**config.mk**
```make
export PLATFORM = sky130hd
export DESIGN_NAME = bepc_top
export DESIGN_NICKNAME = d
export VERILOG_FILES = /design/src/include/bepc_pkg.sv /design/src/design/bepc_counter.sv /design/src/design/bepc_top.sv
export SDC_FILE = /design/constraint.sdc
export NUM_CORES = 1
export LEC_CHECK = 0
export ABC_AREA = 1
export ABC_CLOCK_PERIOD_IN_PS = 1500
export BUFFER_PORTS_ARGS = -buffer_cell sky130_fd_sc_hd__buf_2
export CORE_UTILIZATION = 39
export DETAILED_ROUTE_END_ITERATION = 10
export SYNTH_ARGS = -nofsm -noshare
export SYNTH_HDL_FRONTEND = slang
export SYNTH_SLANG_ARGS = --single-unit
```
**constraint.sdc**
```tcl
create_clock -name i_clk_sys -period 1.5 [get_ports i_clk_sys]
set_clock_uncertainty 0.1 [all_clocks]
set_input_delay 0 -clock i_clk_sys [delete_from_list [all_inputs] [get_ports i_clk_sys]]
set_output_delay 0 -clock i_clk_sys [all_outputs]
set_load 0.02 [all_outputs]
```
**src/include/bepc_pkg.sv**
```systemverilog
// Package for the bus event performance counter: event codes, masks, widths.
// Assumes one 100 MHz core clock; bus-clock cycles arrive as an enable pulse.
// Contract
// - Event code 6e counts completed burst transactions, unit mask 00 for self only and 20 for any agent.
// - Event code 70 counts every completed bus transaction including special cycles, self or any agent.
// - Event code 6f counts completed memory transactions, self or any agent.
// - Event code 64 counts bus clock cycles in which this device receives data, self mask only.
// - Event code 61 counts bus clock cycles in which this device drives block-next-request active.
// - Event code 7a counts bus clock cycles in which this device drives the snoop-hit pin.
// - Event code 7b counts bus clock cycles in which this device drives the snoop-hit-modified pin.
// - The snoop-hit pin-drive counts include cycles driven because of snoop stalls.
// - The snoop-hit pin-drive counts are correct whatever the pin-control bit or clock ratio.
// - With ratio 2:1 or 3:1 and pin control set, the monitor pins pulse for one clock on overflow.
// - With pin control clear, the monitor pins toggle on each overflow.
// - With any other ratio the monitor pins stay silent for the snoop-hit pin-drive events.
`default_nettype none
package bepc_pkg;
  localparam logic [7:0] EVT_BURST = 8'h6e;
  localparam logic [7:0] EVT_MEM = 8'h6f;
  localparam logic [7:0] EVT_ANY = 8'h70;
  localparam logic [7:0] EVT_DATA_RCV = 8'h64;
  localparam logic [7:0] EVT_BNR_DRV = 8'h61;
  localparam logic [7:0] EVT_HIT_DRV = 8'h7a;
  localparam logic [7:0] EVT_SNOOP_HIT_MODIFIED_N_DRV = 8'h7b;
  localparam logic [7:0] UMASK_SELF = 8'h00;
  localparam logic [7:0] UMASK_ANY = 8'h20;
  localparam int PIN_CONTROL_BIT = 19;
  localparam int CNT_WIDTH = 40;
  localparam logic [1:0] RATIO_2TO1 = 2'h2;
  localparam logic [1:0] RATIO_3TO1 = 2'h3;

  // One bus clock of observed activity, sampled on the bus-clock enable
  typedef struct packed {
    logic tran_done;      // A transaction completed this bus clock
    logic tran_self;      // It was issued by this device
    logic tran_burst;
    logic tran_mem;
    logic data_rcv;       // This device received data
    logic bnr_drv;        // This device drives block_next_request_n
    logic hit_drv;        // Snoop-hit driven, snoop stalls included
    logic snoop_hit_modified_n_drv;       // snoop_hit_modified_n driven, stalls included
  } bepc_bus_evt_t;

  typedef struct packed {
    logic [7:0] evt_code;
    logic [7:0] unit_mask;
    logic pin_control_bit;
    logic enable;
  } bepc_sel_t;
endpackage
`default_nettype wire

```
**src/design/bepc_counter.sv**
```systemverilog
// Wrapping event counter with an overflow pulse.
// Assumes the increment request is a one-cycle level per event.
`default_nettype none
module bepc_counter #(
  parameter int WIDTH = 40
) (
  // Clock and reset
  input wire logic i_clk_sys,
  input wire logic i_rst,
  // Control
  input wire logic i_clear,
  input wire logic i_inc,
  // Result
  output logic [WIDTH-1:0] o_count,
  output logic o_ovf
);
  wire logic wrap = i_inc && (&o_count);

  always_ff @(posedge i_clk_sys or posedge i_rst) begin
    if (i_rst) begin
      o_count <= '0;
      o_ovf <= 1'b0;
    end else if (i_clear) begin
      o_count <= '0;
      o_ovf <= 1'b0;
    end else begin
      o_count <= o_count + WIDTH'(i_inc);
      o_ovf <= wrap;
    end
  end

  AST_WRAP_FLAG: assert property (@(posedge i_clk_sys) disable iff (i_rst)
    (!i_clear && i_inc && (&o_count)) |=> (o_ovf && o_count == '0))
    else $error("Counter wrap did not flag overflow");
  AST_STEP_ONE: assert property (@(posedge i_clk_sys) disable iff (i_rst)
    (!i_clear && i_inc && !(&o_count)) |=> (o_count == $past(o_count) + 1'b1 && !o_ovf))
    else $error("Counter did not step by one");
endmodule
`default_nettype wire

```
**src/design/bepc_top.sv**
```systemverilog
// Bus event selection, counting and breakpoint-monitor overflow signalling.
// Assumes bus activity flags are valid in cycles where i_bus_clk_en is high.
`default_nettype none
module bepc_top #(
  parameter int CNT_W = bepc_pkg::CNT_WIDTH
) (
  // Clock and reset
  input wire logic i_clk_sys,
  input wire logic i_rst,
  // Bus activity
  input wire logic i_bus_clk_en,
  input wire bepc_pkg::bepc_bus_evt_t i_bus_evt,
  // Configuration
  input wire bepc_pkg::bepc_sel_t i_sel,
  input wire logic [1:0] i_clk_ratio,
  input wire logic i_count_clear,
  // Results
  output logic [CNT_W-1:0] o_count,
  output logic o_overflow,
  output logic o_breakpoint_monitor_pins
);
  import bepc_pkg::*;

  wire logic any_mask = (i_sel.unit_mask == UMASK_ANY);
  wire logic self_mask = (i_sel.unit_mask == UMASK_SELF);
  // Any-agent counting takes every completion; self only its own
  wire logic agent_ok = any_mask || (self_mask && i_bus_evt.tran_self);
  wire logic done_ok = i_bus_clk_en && i_bus_evt.tran_done && agent_ok;
  wire logic is_hit_evt = (i_sel.evt_code == EVT_HIT_DRV) || (i_sel.evt_code == EVT_SNOOP_HIT_MODIFIED_N_DRV);
  wire logic ratio_ok = (i_clk_ratio == RATIO_2TO1) || (i_clk_ratio == RATIO_3TO1);
  // One wire per event code keeps the selection flat and easy to probe
  wire logic code_burst = (i_sel.evt_code == EVT_BURST);
  wire logic code_mem = (i_sel.evt_code == EVT_MEM);
  wire logic code_any = (i_sel.evt_code == EVT_ANY);
  wire logic code_rcv = (i_sel.evt_code == EVT_DATA_RCV);
  wire logic code_bnr = (i_sel.evt_code == EVT_BNR_DRV);
  wire logic code_hit = (i_sel.evt_code == EVT_HIT_DRV);
  wire logic code_snoop_hit_modified_n = (i_sel.evt_code == EVT_SNOOP_HIT_MODIFIED_N_DRV);
  wire logic cnt_burst = code_burst && done_ok && i_bus_evt.tran_burst;
  wire logic cnt_any = code_any && done_ok;
  wire logic cnt_mem = code_mem && done_ok && i_bus_evt.tran_mem;
  wire logic cnt_rcv = code_rcv && i_bus_clk_en && self_mask && i_bus_evt.data_rcv;
  wire logic cnt_bnr = code_bnr && i_bus_clk_en && i_bus_evt.bnr_drv;
  // Stall-driven cycles already show in the drive flags; no gating by ratio
  wire logic cnt_hit = code_hit && i_bus_clk_en && i_bus_evt.hit_drv;
  wire logic cnt_snoop_hit_modified_n = code_snoop_hit_modified_n && i_bus_clk_en && i_bus_evt.snoop_hit_modified_n_drv;
  // Codes are exclusive, so at most one term is live in a cycle
  wire logic hit_sel = cnt_burst || cnt_any || cnt_mem || cnt_rcv || cnt_bnr || cnt_hit || cnt_snoop_hit_modified_n;
  wire logic evt_hit = hit_sel && i_sel.enable;

  logic ovf;
  bepc_counter #(.WIDTH(CNT_W)) u_cnt (
    .i_clk_sys(i_clk_sys),
    .i_rst(i_rst),
    .i_clear(i_count_clear),
    .i_inc(evt_hit),
    .o_count(o_count),
    .o_ovf(ovf)
  );
  assign o_overflow = ovf;

  // Pin behaviour for the snoop-hit events depends on ratio; others follow pin control only
  wire logic pins_live = !is_hit_evt || ratio_ok;
  logic bpm_q;
  logic bpm_d;
  always_comb begin
    bpm_d = bpm_q;
    if (!pins_live) begin
      bpm_d = 1'b0;
    end else if (i_sel.pin_control_bit) begin
      bpm_d = ovf;
    end else if (ovf) begin
      bpm_d = !bpm_q;
    end
  end

  always_ff @(posedge i_clk_sys or posedge i_rst) begin
    if (i_rst) begin
      bpm_q <= 1'b0;
    end else begin
      bpm_q <= bpm_d;
    end
  end
  assign o_breakpoint_monitor_pins = bpm_q;

  // Transaction events: agent qualification by unit mask
  AST_BURST_SELF: assert property (@(posedge i_clk_sys) disable iff (i_rst)
    (i_sel.enable && i_sel.evt_code == EVT_BURST && i_sel.unit_mask == UMASK_SELF && i_bus_clk_en
     && i_bus_evt.tran_done && i_bus_evt.tran_burst && !i_bus_evt.tran_self) |-> !evt_hit)
    else $error("Foreign burst counted under self mask");
  AST_BURST_ANY: assert property (@(posedge i_clk_sys) disable iff (i_rst)
    (i_sel.enable && code_burst && any_mask && i_bus_clk_en
     && i_bus_evt.tran_done && i_bus_evt.tran_burst) |-> evt_hit)
    else $error("Burst from any agent not counted");
  AST_BURST_OWN: assert property (@(posedge i_clk_sys) disable iff (i_rst)
    (i_sel.enable && code_burst && self_mask && i_bus_clk_en
     && i_bus_evt.tran_done && i_bus_evt.tran_burst && i_bus_evt.tran_self) |-> evt_hit)
    else $error("Own burst not counted");
  AST_BURST_NEED: assert property (@(posedge i_clk_sys) disable iff (i_rst)
    (code_burst && evt_hit) |-> (i_bus_evt.tran_burst && i_bus_evt.tran_done && i_bus_clk_en))
    else $error("Burst count without burst completion");
  AST_ANY_TRAN: assert property (@(posedge i_clk_sys) disable iff (i_rst)
    (i_sel.enable && i_sel.evt_code == EVT_ANY && i_sel.unit_mask == UMASK_ANY && i_bus_clk_en
     && i_bus_evt.tran_done) |-> evt_hit)
    else $error("Completed transaction not counted");
  AST_ANY_SELF_OWN: assert property (@(posedge i_clk_sys) disable iff (i_rst)
    (i_sel.enable && code_any && self_mask && i_bus_clk_en
     && i_bus_evt.tran_done && i_bus_evt.tran_self) |-> evt_hit)
    else $error("Own transaction not counted");
  AST_ANY_SELF_FOREIGN: assert property (@(posedge i_clk_sys) disable iff (i_rst)
    (code_any && self_mask && !i_bus_evt.tran_self) |-> !evt_hit)
    else $error("Foreign transaction counted under self mask");
  AST_ANY_NEED: assert property (@(posedge i_clk_sys) disable iff (i_rst)
    (code_any && evt_hit) |-> (i_bus_evt.tran_done && i_bus_clk_en))
    else $error("Transaction count without completion");
  AST_MEM_TRAN: assert property (@(posedge i_clk_sys) disable iff (i_rst)
    (i_sel.evt_code == EVT_MEM && evt_hit) |-> (i_bus_evt.tran_mem && i_bus_evt.tran_done))
    else $error("Memory count without memory completion");
  AST_MEM_ANY: assert property (@(posedge i_clk_sys) disable iff (i_rst)
    (i_sel.enable && code_mem && any_mask && i_bus_clk_en
     && i_bus_evt.tran_done && i_bus_evt.tran_mem) |-> evt_hit)
    else $error("Memory transaction from any agent not counted");
  AST_MEM_OWN: assert property (@(posedge i_clk_sys) disable iff (i_rst)
    (i_sel.enable && code_mem && self_mask && i_bus_clk_en
     && i_bus_evt.tran_done && i_bus_evt.tran_mem && i_bus_evt.tran_self) |-> evt_hit)
    else $error("Own memory transaction not counted");
  AST_MEM_SELF_FOREIGN: assert property (@(posedge i_clk_sys) disable iff (i_rst)
    (code_mem && self_mask && !i_bus_evt.tran_self) |-> !evt_hit)
    else $error("Foreign memory transaction counted under self mask");
  AST_BAD_MASK: assert property (@(posedge i_clk_sys) disable iff (i_rst)
    ((code_burst || code_mem || code_any) && !any_mask && !self_mask) |-> !evt_hit)
    else $error("Transaction counted under unknown unit mask");

  // Pin-drive and receive events
  AST_DATA_RCV: assert property (@(posedge i_clk_sys) disable iff (i_rst)
    (i_sel.evt_code == EVT_DATA_RCV && evt_hit) |-> (i_bus_evt.data_rcv && i_bus_clk_en))
    else $error("Receive count without received data");
  AST_DATA_MASK: assert property (@(posedge i_clk_sys) disable iff (i_rst)
    (code_rcv && !self_mask) |-> !evt_hit)
    else $error("Receive cycle counted under foreign mask");
  AST_DATA_COUNT: assert property (@(posedge i_clk_sys) disable iff (i_rst)
    (i_sel.enable && code_rcv && self_mask && i_bus_clk_en && i_bus_evt.data_rcv) |-> evt_hit)
    else $error("Receive cycle missed");
  AST_BNR: assert property (@(posedge i_clk_sys) disable iff (i_rst)
    (i_sel.enable && i_sel.evt_code == EVT_BNR_DRV && i_bus_clk_en) |-> (evt_hit == i_bus_evt.bnr_drv))
    else $error("Block-next drive count wrong");
  AST_HIT_ANY_RATIO: assert property (@(posedge i_clk_sys) disable iff (i_rst)
    (i_sel.enable && i_sel.evt_code == EVT_HIT_DRV && i_bus_clk_en && i_bus_evt.hit_drv) |-> evt_hit)
    else $error("Snoop-hit drive cycle missed");
  AST_HIT_ONLY: assert property (@(posedge i_clk_sys) disable iff (i_rst)
    (code_hit && evt_hit) |-> (i_bus_evt.hit_drv && i_bus_clk_en))
    else $error("Snoop-hit count without drive");
  AST_SNOOP_HIT_MODIFIED_N: assert property (@(posedge i_clk_sys) disable iff (i_rst)
    (i_sel.enable && i_sel.evt_code == EVT_SNOOP_HIT_MODIFIED_N_DRV && i_bus_clk_en && i_bus_evt.snoop_hit_modified_n_drv) |-> evt_hit)
    else $error("Snoop-hit-modified drive cycle missed");
  AST_SNOOP_HIT_MODIFIED_N_ONLY: assert property (@(posedge i_clk_sys) disable iff (i_rst)
    (code_snoop_hit_modified_n && evt_hit) |-> (i_bus_evt.snoop_hit_modified_n_drv && i_bus_clk_en))
    else $error("Snoop-hit-modified count without drive");
  AST_HIT_RATIO_FREE: assert property (@(posedge i_clk_sys) disable iff (i_rst)
    (i_sel.enable && i_bus_clk_en && !ratio_ok
     && ((code_hit && i_bus_evt.hit_drv) || (code_snoop_hit_modified_n && i_bus_evt.snoop_hit_modified_n_drv))) |-> evt_hit)
    else $error("Snoop drive cycle missed at other ratio");

  // Counting qualifiers
  AST_NO_ENABLE: assert property (@(posedge i_clk_sys) disable iff (i_rst)
    !i_sel.enable |-> !evt_hit)
    else $error("Event counted while disabled");
  AST_NO_BUS_CLK: assert property (@(posedge i_clk_sys) disable iff (i_rst)
    !i_bus_clk_en |-> !evt_hit)
    else $error("Event counted outside a bus clock");
  AST_UNKNOWN_CODE: assert property (@(posedge i_clk_sys) disable iff (i_rst)
    !(code_burst || code_mem || code_any || code_rcv || code_bnr || code_hit || code_snoop_hit_modified_n) |-> !evt_hit)
    else $error("Unknown event code counted");
  AST_COUNT_HOLD: assert property (@(posedge i_clk_sys) disable iff (i_rst)
    (!evt_hit && !i_count_clear) |=> $stable(o_count))
    else $error("Count moved without an event");
  AST_COUNT_STEP: assert property (@(posedge i_clk_sys) disable iff (i_rst)
    (evt_hit && !i_count_clear && !(&o_count)) |=> (o_count == $past(o_count) + 1'b1))
    else $error("Count did not step on an event");
  AST_CLEAR: assert property (@(posedge i_clk_sys) disable iff (i_rst)
    i_count_clear |=> (o_count == '0 && !o_overflow))
    else $error("Clear did not empty the counter");
  AST_OVF_ZERO: assert property (@(posedge i_clk_sys) disable iff (i_rst)
    o_overflow |-> (o_count == '0))
    else $error("Overflow flag without wrapped count");
  AST_OVF_SINGLE: assert property (@(posedge i_clk_sys) disable iff (i_rst)
    o_overflow |=> !o_overflow)
    else $error("Overflow flag longer than one clock");

  // Breakpoint-monitor pin signalling
  AST_PULSE: assert property (@(posedge i_clk_sys) disable iff (i_rst)
    (ovf && i_sel.pin_control_bit && pins_live) |=> (bpm_q ##1 (!bpm_q || $past(ovf))))
    else $error("Monitor pin pulse not one clock");
  AST_PIN_FOLLOW: assert property (@(posedge i_clk_sys) disable iff (i_rst)
    (i_sel.pin_control_bit && pins_live) |=> (bpm_q == $past(ovf)))
    else $error("Monitor pin does not follow overflow");
  AST_TOGGLE: assert property (@(posedge i_clk_sys) disable iff (i_rst)
    (ovf && !i_sel.pin_control_bit && pins_live) |=> (bpm_q != $past(bpm_q)))
    else $error("Monitor pin did not toggle");
  AST_PIN_HOLD: assert property (@(posedge i_clk_sys) disable iff (i_rst)
    (!ovf && !i_sel.pin_control_bit && pins_live) |=> $stable(bpm_q))
    else $error("Monitor pin moved without overflow");
  AST_SILENT: assert property (@(posedge i_clk_sys) disable iff (i_rst)
    (is_hit_evt && !ratio_ok) |=> !bpm_q)
    else $error("Monitor pin active at unsupported ratio");

  COV_OVF_PULSE: cover property (@(posedge i_clk_sys) disable iff (i_rst) ovf && i_sel.pin_control_bit);
  COV_OVF_TOGGLE: cover property (@(posedge i_clk_sys) disable iff (i_rst) ovf && !i_sel.pin_control_bit);
  COV_HIT_COUNT: cover property (@(posedge i_clk_sys) disable iff (i_rst) evt_hit && is_hit_evt);
  COV_BURST_ANY: cover property (@(posedge i_clk_sys) disable iff (i_rst)
    evt_hit && i_sel.evt_code == EVT_BURST && !i_bus_evt.tran_self);
  // The count must still run while the pins are held silent
  COV_SILENT_OVF: cover property (@(posedge i_clk_sys) disable iff (i_rst)
    ovf && is_hit_evt && !ratio_ok);
endmodule
`default_nettype wire

```
## Word level (Yosys, flattened, before mapping)

Index checks and enable logic that the tools add are counted.

| storage, ports and cells | value |
|---|---|
| flip-flop bits (word level) | 42 |
| output and inout bits | 42 |
| logic and storage cells | 53 |

| cells by class | value |
|---|---|
| add/sub/neg operators | 1 |
| equal/unequal tests | 11 |
| mux-type cells | 5 |
| reductions and logical operators | 33 |

Operators with widths:

| cell | number |
|---|---|
| equality test 8 x 7 -> 1 bit, second input constant | 7 |
| adder 40 x 1 -> 40 bit | 1 |
| 2-to-1 mux 40 bit | 1 |
| AND reduction 40 bit | 1 |
| logical AND 1 bit | 19 |
| logical OR 1 bit | 10 |
| equality test 8 x 6 -> 1 bit, second input constant | 1 |
| zero test 8 bit | 1 |
| equality test 2 bit, second input constant | 2 |
| 2-to-1 mux 1 bit | 4 |
| != test 3 x 2 -> 1 bit, second input constant | 1 |
| zero test 1 bit | 2 |

## Longest topological paths before layout

Gate-level depths: netlist of the first run.

| depth | value |
|---|---|
| depth in word-level cells | 15 |
| depth in mapped cells | 21 |
| depth with buffers taken out | 21 |

## Hierarchy

A second synthesis of the first run with hierarchy kept.

| unflattened totals | value |
|---|---|
| cell total of the unflattened synthesis | 435 |
| area total of the unflattened synthesis | 2801.4 µm² |

Modules (own cells, without submodules):

| module | times used | cells an instance | area an instance (µm²) |
|---|---|---|---|
| bepc_counter | 1 | 369 | 2489.9 |
| bepc_top | 1 | 66 | 311.5 |

## Worst setup path before layout of the first run

Ideal clock, no wire load.

| timing | value |
|---|---|
| path type | input -> register |
| start point | input i_sel[17] (netlist name) |
| end point | register u_cnt.o_count[34] |
| data arrival time | 1712 ps |
| slack | -435 ps |
| cell stages on the path | 18 |
| buffers on the path | 0 |
| path through | inv_1 > nand2_1 > nor2_1 > nand3_1 > nand2_1 > nand2_1 > nand3_1 > nand2_1 > inv_1 > ha_1 > ha_1 > nand2_2 > nor2_4 > nand2_2 > nor2_2 > nand3_1 > nor3b_1 > nor2_1 |

| between the ends | value |
|---|---|
| longest elaborated chain between the ends | 12 |
| elaborated cells on any way between the ends | 30 |
| those cells by class | add/sub (1); eq/ne (7); mux (1); reduce/logical (21) |

RTL lines:

| item | line | text |
|---|---|---|
| start: declaration | bepc_top.sv:14 | `input wire bepc_pkg::bepc_sel_t i_sel,` |
| equality test 8 x 7 -> 1 bit | bepc_top.sv:32 | `wire logic code_burst = (i_sel.evt_code == EVT_BURST);` |
| logical AND 1 bit (2 in a row) | bepc_top.sv:39 | `wire logic cnt_burst = code_burst && done_ok && i_bus_evt.tran_burst;` |
| logical OR 1 bit (5 in a row) | bepc_top.sv:48 | `wire logic hit_sel = cnt_burst \|\| cnt_any \|\| cnt_mem \|\| cnt_rcv \|\| cnt_bnr \|\| cnt_hit \|\| cnt_snoop_hit_modifie ...` |
| logical OR 1 bit * | bepc_top.sv:48 |  |
| logical AND 1 bit * | bepc_top.sv:49 | `wire logic evt_hit = hit_sel && i_sel.enable;` |
| adder 40 x 1 -> 40 bit * | bepc_counter.sv:27 | `o_count <= o_count + WIDTH'(i_inc);` |
| 2-to-1 mux 40 bit * | bepc_counter.sv:23 | `end else if (i_clear) begin` |
| end signal: assignment | bepc_counter.sv:27 |  |
| end: declaration | bepc_counter.sv:14 | `output logic [WIDTH-1:0] o_count,` |

Mark *: on every way between the ends. The rest lies on a longest branch, timed or not.
A chain may end at the register's enable or synchronous reset.

## Worst setup path in the final report of the first run

| timing | value |
|---|---|
| start point | input i_sel[8] (netlist name) |
| end point | register u_cnt.o_count[20] |

| between the ends | value |
|---|---|
| longest elaborated chain between the ends | 15 |
| elaborated cells on any way between the ends | 21 |
| those cells by class | add/sub (1); eq/ne (1); mux (1); reduce/logical (18) |

RTL lines:

| item | line | text |
|---|---|---|
| zero test 8 bit | bepc_top.sv:25 | `wire logic self_mask = (i_sel.unit_mask == UMASK_SELF);` |
| logical AND 1 bit | bepc_top.sv:27 | `wire logic agent_ok = any_mask \|\| (self_mask && i_bus_evt.tran_self);` |
| logical OR 1 bit | bepc_top.sv:27 |  |
| logical AND 1 bit | bepc_top.sv:28 | `wire logic done_ok = i_bus_clk_en && i_bus_evt.tran_done && agent_ok;` |
| logical AND 1 bit (2 in a row) | bepc_top.sv:39 |  |
| logical OR 1 bit (2 in a row) | bepc_top.sv:48 |  |
| logical OR 1 bit * (4 in a row) | bepc_top.sv:48 |  |
| logical AND 1 bit * | bepc_top.sv:49 |  |
| adder 40 x 1 -> 40 bit * | bepc_counter.sv:27 |  |
| 2-to-1 mux 40 bit * | bepc_counter.sv:23 |  |

Marked as above.

==> run metrics, run 1 <==
Worst setup EP type register; CP Data Required Time 1.60 ns; number of global-route vias before repair 2928; hold slack 0.0439 ns; routed via count 3137; Final Cycle Share 117%; Max-slew headroom 60.8%; Pwr Total 2.07 mW; Worst VDD drop 0.000514 V; most frequent cells in the layout nand2_1 (93), nor2_1 (75), buf_2 (68); final setup fails 34; Cells after Synth 402; RSZ-0062 raised after global routing true; CTS root buf clkbuf_8; failing checks setup timing; # H-tree levels 2; measured slew at the worst slew-check pin 0.585 ns; io pins 74; Worst Hold Class input port to register; largest net degree at the start of global routing 22; syn nets 436; CTS tree yes; worst setup margin -0.254 ns; GRT Residual Overflow 0; Clock Latency Late Sink 0.30 ns; Max Cap Viol 0; synth warn 0; Finished Cell Area 0.00425 mm²; Non-Filler Instances 626; Reg clk slew, reported paths 0.08 ns; row cnt 29; EDFF count, synth 0; first-pass GRT wire length 13900 µm; placed insts 596; Final Hold Vio Count 0; synthesized area per cell 6.68 µm²; Chip Height 85.0 µm; Cell Area, Synth 0.00269 mm²; Distinct cells, synth 30; utilization after layout 65.4%; core area 0.00649 mm²; Avg WL per Cell 14.0 µm; WP data arrival 1.85 ns; ys async rst share 100%; prevailing post-synth register cell dfrtp_1; FMAX 570 MHz; dpl ws -0.624 ns; PD cells 488 mW/mm²; Max Fanout on Critical Path 4; total die area 0.00722 mm²; Initial DRC Count 166; sequential area share after synthesis 39.1%; total negative slack -4.38 ns; DRC 0; post-synthesis register bit count 42; Initial Utilization 41.4%; outcome finished with violations; Clock Sink Count 42; WL final 8740 µm; min Tclk post-route 1.75 ns; Final ANT Viol Nets 0; Pleak 2.01 nW; hpwl dp 6470 µm; Total GRT Usage 24.6%; Pre-Repair DR Iteration Count 4; Final Max Tran Viols 0; worst-case clock buffer depth 2; DR vias/cell 5.01; cts bufs inserted 5; initial antenna violation count 0; # diodes 0; Port Buffers 72; Setup CP Type input port to register; fin nets 584; commonest non-fill, non-tap cell in the layout nand2_1; die width 85.0 µm; Placed Area 0.00359 mm²; Final Wtd Congestion 0.938; share of post-route cells with drive strength above 1 43.2%; Layout Area Growth over Synthesis 58.2%; Worst Setup Start Kind input port
[synth_stat cells (2+ instances only)]
| cell | count | area share [%] |
|---|---|---|
| a21oi_1 | 19 | 3.5 |
| clkbuf_1 | 3 | 0.42 |
| dfrtp_1 | 42 | 39 |
| ha_1 | 2 | 0.93 |
| inv_1 | 43 | 6.0 |
| inv_2 | 5 | 0.70 |
| nand2_1 | 104 | 15 |
| nand2_2 | 6 | 1.4 |
| nand3_1 | 26 | 4.8 |
| nand4_1 | 7 | 1.6 |
| nor2_1 | 91 | 13 |
| nor2_2 | 4 | 0.93 |
| nor2_4 | 6 | 2.5 |
| nor3_1 | 8 | 1.5 |
| nor3b_1 | 2 | 0.56 |
| o21a_1 | 2 | 0.56 |
| o21ai_0 | 12 | 2.2 |
| o21ai_1 | 4 | 0.75 |
| o21bai_1 | 2 | 0.56 |
| xor2_1 | 4 | 1.3 |
[flip-flops by register name, summed over array words and instances (netlist names)]
| name | count |
|---|---|
| u_cnt.o_count | 40 |
| o_breakpoint_monitor_pins | 1 |
| u_cnt.o_ovf | 1 |
[layer usage]
| layer | vias to the layer above | part of all wire, % | GRT usage (%) |
|---|---|---|---|
| met1 | 1443 | 44 | 33.8 |
| met3 | 12 | 7.6 | 5.06 |
| met5 | - | 0 | 0 |
| li1 | 1573 | - | - |
| met2 | 109 | 46 | 39.1 |
| met4 | 0 | 2.1 | 7.70 |
[worst paths after layout]
check                                            start                           to  slack, ns  cells after the start
hold reg to reg            u_cnt.o_count[15]$_DFF_PP0_  u_cnt.o_count[15]$_DFF_PP0_       0.41                      1
min in group asynchronous                        i_rst  u_cnt.o_count[35]$_DFF_PP0_       0.12                      3
max in group asynchronous                        i_rst   u_cnt.o_count[1]$_DFF_PP0_       0.57                      5
setup reg to reg            u_cnt.o_count[0]$_DFF_PP0_  u_cnt.o_count[20]$_DFF_PP0_      -0.22                     10
setup / recovery                              i_sel[8]  u_cnt.o_count[20]$_DFF_PP0_      -0.25                     20
hold / removal                                i_sel[0]   u_cnt.o_count[0]$_DFF_PP0_       0.04                      6
[cell families after synthesis]
| logic type | after synthesis | share of synthesized area (%) |
|---|---|---|
| adder cells (fa/ha/maj) | 2 | 0.931 |
| AND/OR/NAND/NOR | 261 | 43.1 |
| XOR/XNOR | 5 | 1.63 |
| AO/OA/AOI/OAI | 40 | 7.92 |
| flip-flops | 42 | 39.1 |
| buffers and inverters | 52 | 7.27 |
[report_power, final]
part	switching [mW]	total [mW]	internal (mW)	leakage [nW]
clock	0.402	0.758	0.356	0.0431
sequential	0.0000524	1.13	1.13	0.579
combinational	0.102	0.185	0.0825	1.39
total	0.504	2.07	1.57	2.01
[worst max-delay path, stage by stage]
cell	delay, ns
buf_6	0.09
nor2_4	0.09
nand2_2	0.07
nor2_4	0.12
inv_2	0.03
nor2_1	0.09
nand2_1	0.06
nand3_1	0.07
nand2_1	0.08
inv_2	0.06
ha_4	0.14
ha_4	0.14
nand2_4	0.07
nor2_4	0.18
nand2_2	0.11
nor2_4	0.17
buf_12	0.13
nand3_2	0.05
nand2_1	0.05
nor2_1	0.04
[timing repair]
item,in CTS,in global routing
endpoints found under the setup margin,33,38
resized for setup,48,64
hold buffers,6,0
endpoints found under the hold margin,40,0
setup buffers,8,12
pin swaps,27,39
[cell type report]
type / count / area (µm²)
Fill cell: 583 / 2250
Timing Repair Buffer: 145 / 1030
Sequential cell: 42 / 1060
Multi-Input combinational cell: 308 / 1780
Tap cell: 77 / 96.3
Clock buffer: 6 / 82.6
Inverter: 48 / 198
No activity file was read; power rests on OpenSTA's default activity.
==> inputs of run 2 (changes only) <==
--- a/config.mk
+++ b/config.mk
@@ -10,6 +10,7 @@
 export BUFFER_PORTS_ARGS = -buffer_cell sky130_fd_sc_hd__buf_2
 export CORE_UTILIZATION = 39
 export DETAILED_ROUTE_END_ITERATION = 10
+export SETUP_SLACK_MARGIN = 0.02
 export SYNTH_ARGS = -nofsm -noshare
 export SYNTH_HDL_FRONTEND = slang
 export SYNTH_SLANG_ARGS = --single-unit
==> run 2 against run 1 <==
  * The run still ends with setup timing left
  * Critical endpoint is now u_cnt.o_count[37]$_DFF_PP0_
  * Setup slack worse by 0.021 ns
  * Via count up 3.7%
  * Highest routed layer unchanged
  * Global-route usage up 1.0 points
  * Sequential power about the same
  * Largest cell class unchanged
==> run metrics, run 2 (synthesized netlist as in run 1, its figures left out) <==
outcome finished with violations (unchanged); failing checks setup timing (unchanged); Placed Area 0.00356 mm² (was 0.00359 mm²); highest routed layer met4 (unchanged); CTS tree yes (unchanged); RSZ-0062 raised after global routing true (unchanged); share of post-route cells with drive strength above 1 43.1% (was 43.2%); most frequent cells in the layout nand2_1 (92), nor2_1 (78), buf_4 (68) (was nand2_1 (93), nor2_1 (75), buf_2 (68)); Final Cycle Share 118% (was 117%); Final Hold Vio Count 0 (unchanged); Final ANT Viol Nets 0 (unchanged); Max Fanout on Critical Path 3 (was 4); largest register by flop count u_cnt.o_count (unchanged); Pleak 2.04 nW (was 2.01 nW); DRC 0 (unchanged); initial antenna violation count 0 (unchanged); final setup fails 36 (was 34); critical path's slowest cell nor2_4 (unchanged); first-pass GRT wire length 14500 µm (was 13900 µm); commonest non-fill, non-tap cell in the layout nand2_1 (unchanged); cell mode on critical path nor2_4 (unchanged); Initial DRC Count 191 (was 166); io pins 74 (unchanged); placed insts 596 (unchanged); min Tclk post-route 1.77 ns (was 1.75 ns); worst setup margin -0.275 ns (was -0.254 ns); worst-case clock buffer depth 2 (unchanged); utilization after layout 65.8% (was 65.4%); Worst path max stage delay 0.17 ns (was 0.18 ns); GRT Residual Overflow 0 (unchanged); WP data arrival 1.87 ns (was 1.85 ns); number of global-route vias before repair 2975 (was 2928); core area 0.00649 mm² (unchanged); routed via count 3253 (was 3137); Pre-Repair DR Iteration Count 5 (was 4); # H-tree levels 2 (unchanged); measured slew at the worst slew-check pin 0.309 ns (was 0.585 ns); Layout Area Growth over Synthesis 59.2% (was 58.2%); Pwr Total 2.11 mW (was 2.07 mW); Setup CP Type input port to register (unchanged); hpwl dp 6490 µm (was 6470 µm); FF-to-FF Start u_cnt.o_count[0]$_DFF_PP0_ (unchanged); Reg clk slew, reported paths 0.08 ns (about the same); Worst VDD drop 0.000418 V (was 0.000514 V); Worst Hold Class input port to register (unchanged); PD cells 494 mW/mm² (was 488 mW/mm²); Initial Utilization 41.4% (unchanged); # diodes 0 (unchanged); Worst Setup Start Kind input port (unchanged); Port Buffers 72 (unchanged); crit path cell chain buf_6 -> nor2_4 -> nand2_2 -> nor2_2 -> inv_1 -> nor2_1 -> nand2_1 -> nand3_1 -> nand2_1 -> inv_2 -> ha_4 -> buf_4 -> nand3_4 -> nor2_4 -> nand3_4 -> nor2_4 -> nand2_2 -> o21ai_1 -> nor2_1 (was buf_6 -> nor2_4 -> nand2_2 -> nor2_4 -> inv_2 -> nor2_1 -> nand2_1 -> nand3_1 -> nand2_1 -> inv_2 -> ha_4 -> ha_4 -> nand2_4 -> nor2_4 -> nand2_2 -> nor2_4 -> buf_12 -> nand3_2 -> nand2_1 -> nor2_1); Finished Cell Area 0.00428 mm² (was 0.00425 mm²); CTS root buf clkbuf_8 (unchanged); total die area 0.00722 mm² (unchanged); WL met3 427 µm (was 661 µm); largest net degree at the start of global routing 23 (was 22); row cnt 29 (unchanged); Max Cap Viol 0 (unchanged); fillcell total 590 (was 583); Avg WL per Cell 14.6 µm (was 14.0 µm); Chip Height 85.0 µm (unchanged); cts bufs inserted 5 (unchanged); Worst setup EP type register (unchanged); FMAX 563 MHz (was 570 MHz); Clock Sink Count 42 (unchanged); cell family with most CP delay simple AND/OR/NAND/NOR gates (unchanged); Crit. Startpoint i_sel[9] (was i_sel[8]); die width 85.0 µm (unchanged); Total GRT Usage 25.6% (was 24.6%); Buf/Inv on CP 4 (unchanged); CP Data Required Time 1.60 ns (about the same); wire length on met2 4430 µm (was 4030 µm); max FFs per register 40 (unchanged); Clock Latency Late Sink 0.31 ns (was 0.30 ns); fin nets 595 (was 584); WL final 9350 µm (was 8740 µm); Max-slew headroom 79.3% (was 60.8%); DR vias/cell 5.09 (was 5.01); Hold Crit Start i_sel[0] (unchanged); Non-Filler Instances 639 (was 626); Final Wtd Congestion 0.936 (was 0.938); Final Max Tran Viols 0 (unchanged); dpl ws -0.662 ns (was -0.624 ns); M1 WL 4380 µm (was 3860 µm)
## run 2: layout make-up
class                           count  area, µm²  share of cell area, %
Clock buffer                        7       86.3                   2.02
Clock inverter                      1       5.00                  0.117
Inverter                           48        195                   4.56
Multi-Input combinational cell    308       1740                   40.6
Sequential cell                    42       1060                   24.7
Tap cell                           77       96.3                   2.25
Timing Repair Buffer              156       1100                   25.7
## run 2: path summary, 6_finish.rpt
check                                              end  slack [ns]  depth (start not counted)
max                        u_cnt.o_count[37]$_DFF_PP0_       -0.27                         19
min                         u_cnt.o_count[0]$_DFF_PP0_        0.04                          6
max reg2reg                u_cnt.o_count[37]$_DFF_PP0_       -0.22                          9
min reg2reg                u_cnt.o_count[14]$_DFF_PP0_        0.42                          1
max in group asynchronous   u_cnt.o_count[9]$_DFF_PP0_        0.87                          4
min in group asynchronous  u_cnt.o_count[35]$_DFF_PP0_        0.15                          4
## run 2: per-stage QoR
stage	setup TNS, ns	hold WS, ns
after floorplan	-5.52	0.0488
after global placement	-16.42	-0.0459
after detailed placement	-18.51	-0.0469
after CTS	-4.72	0.0495
after global routing	-11.72	0.0946
final	-6.73	0.0387
## run 2: layer usage
metal / GRT usage [%] / up-vias
met5: 0 / -
met4: 4.16 / 0
met3: 3.70 / 15
met2: 43.3 / 103
met1: 35.5 / 1535
li1: - / 1600
## run 2: repair_timing
item | CTS | global route
buffers inserted | 24 | 11
pin swaps | 33 | 31
hold endpoints to repair | 47 | 0
gates resized for setup | 48 | 49
hold buffers | 5 | 0
setup endpoints to repair | 35 | 38
## run 2: worst reg2reg max path, cell delays in order, from the launching register on
cell and delay (ns):
dfrtp_1 0.40, ha_4 0.17, buf_4 0.12, nand3_4 0.10
nor2_4 0.17, nand3_4 0.12, nor2_4 0.15, nand2_2 0.08
o21ai_1 0.14, nor2_1 0.06
## run 2: report_power, final
part / internal (mW) / switching (mW) / leakage [nW] / total (mW)
Sequential: 1.13 / 0.0000527 / 0.579 / 1.13
Combinational: 0.0756 / 0.0995 / 1.42 / 0.175
Clock: 0.373 / 0.433 / 0.0482 / 0.806
==> inputs of run 3 (changes only) <==
--- a/config.mk
+++ b/config.mk
@@ -10,6 +10,7 @@
 export BUFFER_PORTS_ARGS = -buffer_cell sky130_fd_sc_hd__buf_2
 export CORE_UTILIZATION = 39
 export DETAILED_ROUTE_END_ITERATION = 10
+export RECOVER_POWER = 100
 export SETUP_SLACK_MARGIN = 0.02
 export SYNTH_ARGS = -nofsm -noshare
 export SYNTH_HDL_FRONTEND = slang
==> run 3 against run 2 <==
  * The flow still finishes with violations (setup timing)
  * Critical path depth is the same
  * Sequential share of layout area rose by 0.10 points
  * Cell area decreased by 0.41%
  * Count of clock-buffer cells in the layout did not move
  * Combinational power about the same
  * Total power is 0.56% lower
  * Hold slack improved by 0.0073 ns
  * Flip-flop and latch count unchanged
  * Non-clock buffer count unchanged
  * Final cell count is the same
==> run metrics, run 3 (synthesized netlist as in run 1, its figures left out) <==
Max Fanout on Critical Path 3 (unchanged); Worst setup EP type register (unchanged); commonest non-fill, non-tap cell in the layout nand2_1 (unchanged); total die area 0.00722 mm² (unchanged); worst-case clock buffer depth 2 (unchanged); Setup CP Type input port to register (unchanged); critical path's slowest cell nor2_4 (unchanged); Clock Sink Count 42 (unchanged); most frequent cells in the layout nand2_1 (92), nor2_1 (78), buf_4 (66) (was nand2_1 (92), nor2_1 (78), buf_4 (68)); min Tclk post-route 1.76 ns (was 1.77 ns); outcome finished with violations (unchanged); die width 85.0 µm (unchanged); first-pass GRT wire length 14500 µm (unchanged); routed via count 3241 (was 3253); largest net degree at the start of global routing 23 (unchanged); GRT Residual Overflow 0 (unchanged); Pre-Repair DR Iteration Count 4 (was 5); DRC 0 (unchanged); row cnt 29 (unchanged); io pins 74 (unchanged); fin nets 595 (unchanged); worst setup margin -0.261 ns (was -0.275 ns); Worst path max stage delay 0.17 ns (about the same); final setup fails 36 (unchanged); Worst VDD drop 0.000411 V (was 0.000418 V); dpl ws -0.662 ns (unchanged); # diodes 0 (unchanged); # H-tree levels 2 (unchanged); DR vias/cell 5.07 (was 5.09); measured slew at the worst slew-check pin 0.590 ns (was 0.309 ns); share of post-route cells with drive strength above 1 41.3% (was 43.1%); CTS tree yes (unchanged); max FFs per register 40 (unchanged); Initial DRC Count 185 (was 191); RSZ-0062 raised after global routing true (unchanged); number of global-route vias before repair 2975 (unchanged); initial antenna violation count 0 (unchanged); PD cells 493 mW/mm² (was 494 mW/mm²); Pleak 2.00 nW (was 2.04 nW); FMAX 568 MHz (was 563 MHz); Avg WL per Cell 14.5 µm (was 14.6 µm); Clock Latency Late Sink 0.30 ns (was 0.31 ns); Layout Area Growth over Synthesis 58.5% (was 59.2%); Final ANT Viol Nets 0 (unchanged); Final Cycle Share 117% (was 118%); CP Data Required Time 1.59 ns (was 1.60 ns); crit path cell chain buf_6 -> nor2_4 -> nand2_2 -> nor2_2 -> inv_1 -> nor2_1 -> nand2_1 -> nand3_1 -> nand2_1 -> inv_2 -> ha_4 -> buf_4 -> nand3_4 -> nor2_4 -> nand3_4 -> nor2_4 -> nand2_2 -> o21ai_1 -> nor2_1 (unchanged); hpwl dp 6490 µm (unchanged); Reg clk slew, reported paths 0.08 ns (about the same); Max-slew headroom 60.7% (was 79.3%); Placed Area 0.00356 mm² (unchanged); cell mode on critical path nor2_4 (unchanged); Final Hold Vio Count 0 (unchanged); CTS root buf clkbuf_8 (unchanged); WL final 9280 µm (was 9350 µm); total negative slack -6.56 ns (was -6.73 ns); Worst Setup Start Kind input port (unchanged); Final Wtd Congestion 0.936 (unchanged); largest register by flop count u_cnt.o_count (unchanged); cts bufs inserted 5 (unchanged); Worst Hold Class input port to register (unchanged); Initial Utilization 41.4% (unchanged); failing checks setup timing (unchanged); Port Buffers 72 (unchanged); Total GRT Usage 25.6% (unchanged); core area 0.00649 mm² (unchanged); Final Max Tran Viols 0 (unchanged); Finished Cell Area 0.00426 mm² (was 0.00428 mm²); Chip Height 85.0 µm (unchanged); Max Cap Viol 0 (unchanged); WP data arrival 1.86 ns (was 1.87 ns)
[run 3: cell types whose count changed in the layout (fill, tap and decap cells not counted)]
cell	delta
buf_4	-2
clkbuf_2	+2
buf_2	-10
clkbuf_1	+10
[run 3: worst max-delay path, delay by kind of cell]
| kind | cells | cell delay, ns |
|---|---|---|
| fa+ha+maj | 1 | 0.14 |
| simple gates | 13 | 1.23 |
| buf+inv | 4 | 0.33 |
| compound gates | 1 | 0.13 |
[run 3: power breakdown]
part           internal, mW  switching (mW)
clock network         0.372           0.424
registers              1.13       0.0000528
logic                0.0738          0.0994
total                  1.58           0.523
[run 3: area by class of cell]
cell class	instances	area, µm²
Tap cell	77	96.3
Clock buffer	7	86.3
Sequential cell	42	1060
Timing Repair Buffer	156	1080
Multi-Input combinational cell	308	1740
Clock inverter	1	5.00
Inverter	48	195
Fill cell	599	2240
[run 3: worst paths after layout]
kind | startpoint | endpoint | slack, ns | cells past startpoint
max | i_sel[9] | u_cnt.o_count[37]$_DFF_PP0_ | -0.26 | 19
min | i_sel[0] | u_cnt.o_count[0]$_DFF_PP0_ | 0.05 | 6
max reg2reg | u_cnt.o_count[0]$_DFF_PP0_ | u_cnt.o_count[37]$_DFF_PP0_ | -0.20 | 9
min reg2reg | u_cnt.o_count[14]$_DFF_PP0_ | u_cnt.o_count[14]$_DFF_PP0_ | 0.42 | 1
max in group asynchronous | i_rst | u_cnt.o_count[9]$_DFF_PP0_ | 0.60 | 4
min in group asynchronous | i_rst | u_cnt.o_count[35]$_DFF_PP0_ | 0.25 | 4
[run 3: through the flow]
stage	std cells	utilization [%]	hold WS, ns	power, mW
floorplan	402	-	0.0488	1.22
global placement	596	54.8	-0.0459	1.30
detailed placement	596	54.8	-0.0469	1.30
CTS	631	62.6	0.0495	2.10
global route	639	65.6	0.0946	2.19
finish	639	65.6	0.0459	2.10
[run 3: timing repair]
item	4_1_cts	5_1_grt
endpoints found under the setup margin	35	38
cloned	0	0
setup buffers	24	11
hold buffers	5	0
hold endpoints to repair	47	0
gates resized for setup	48	49
pin swaps	33	31
[run 3: routing by layer]
metal	part of all wire (%)	wire, µm	track usage, %
met5	0	0	0
met4	1.1	100	4.16
met3	4.1	385	3.70
met2	48	4460	43.3
met1	47	4340	35.5
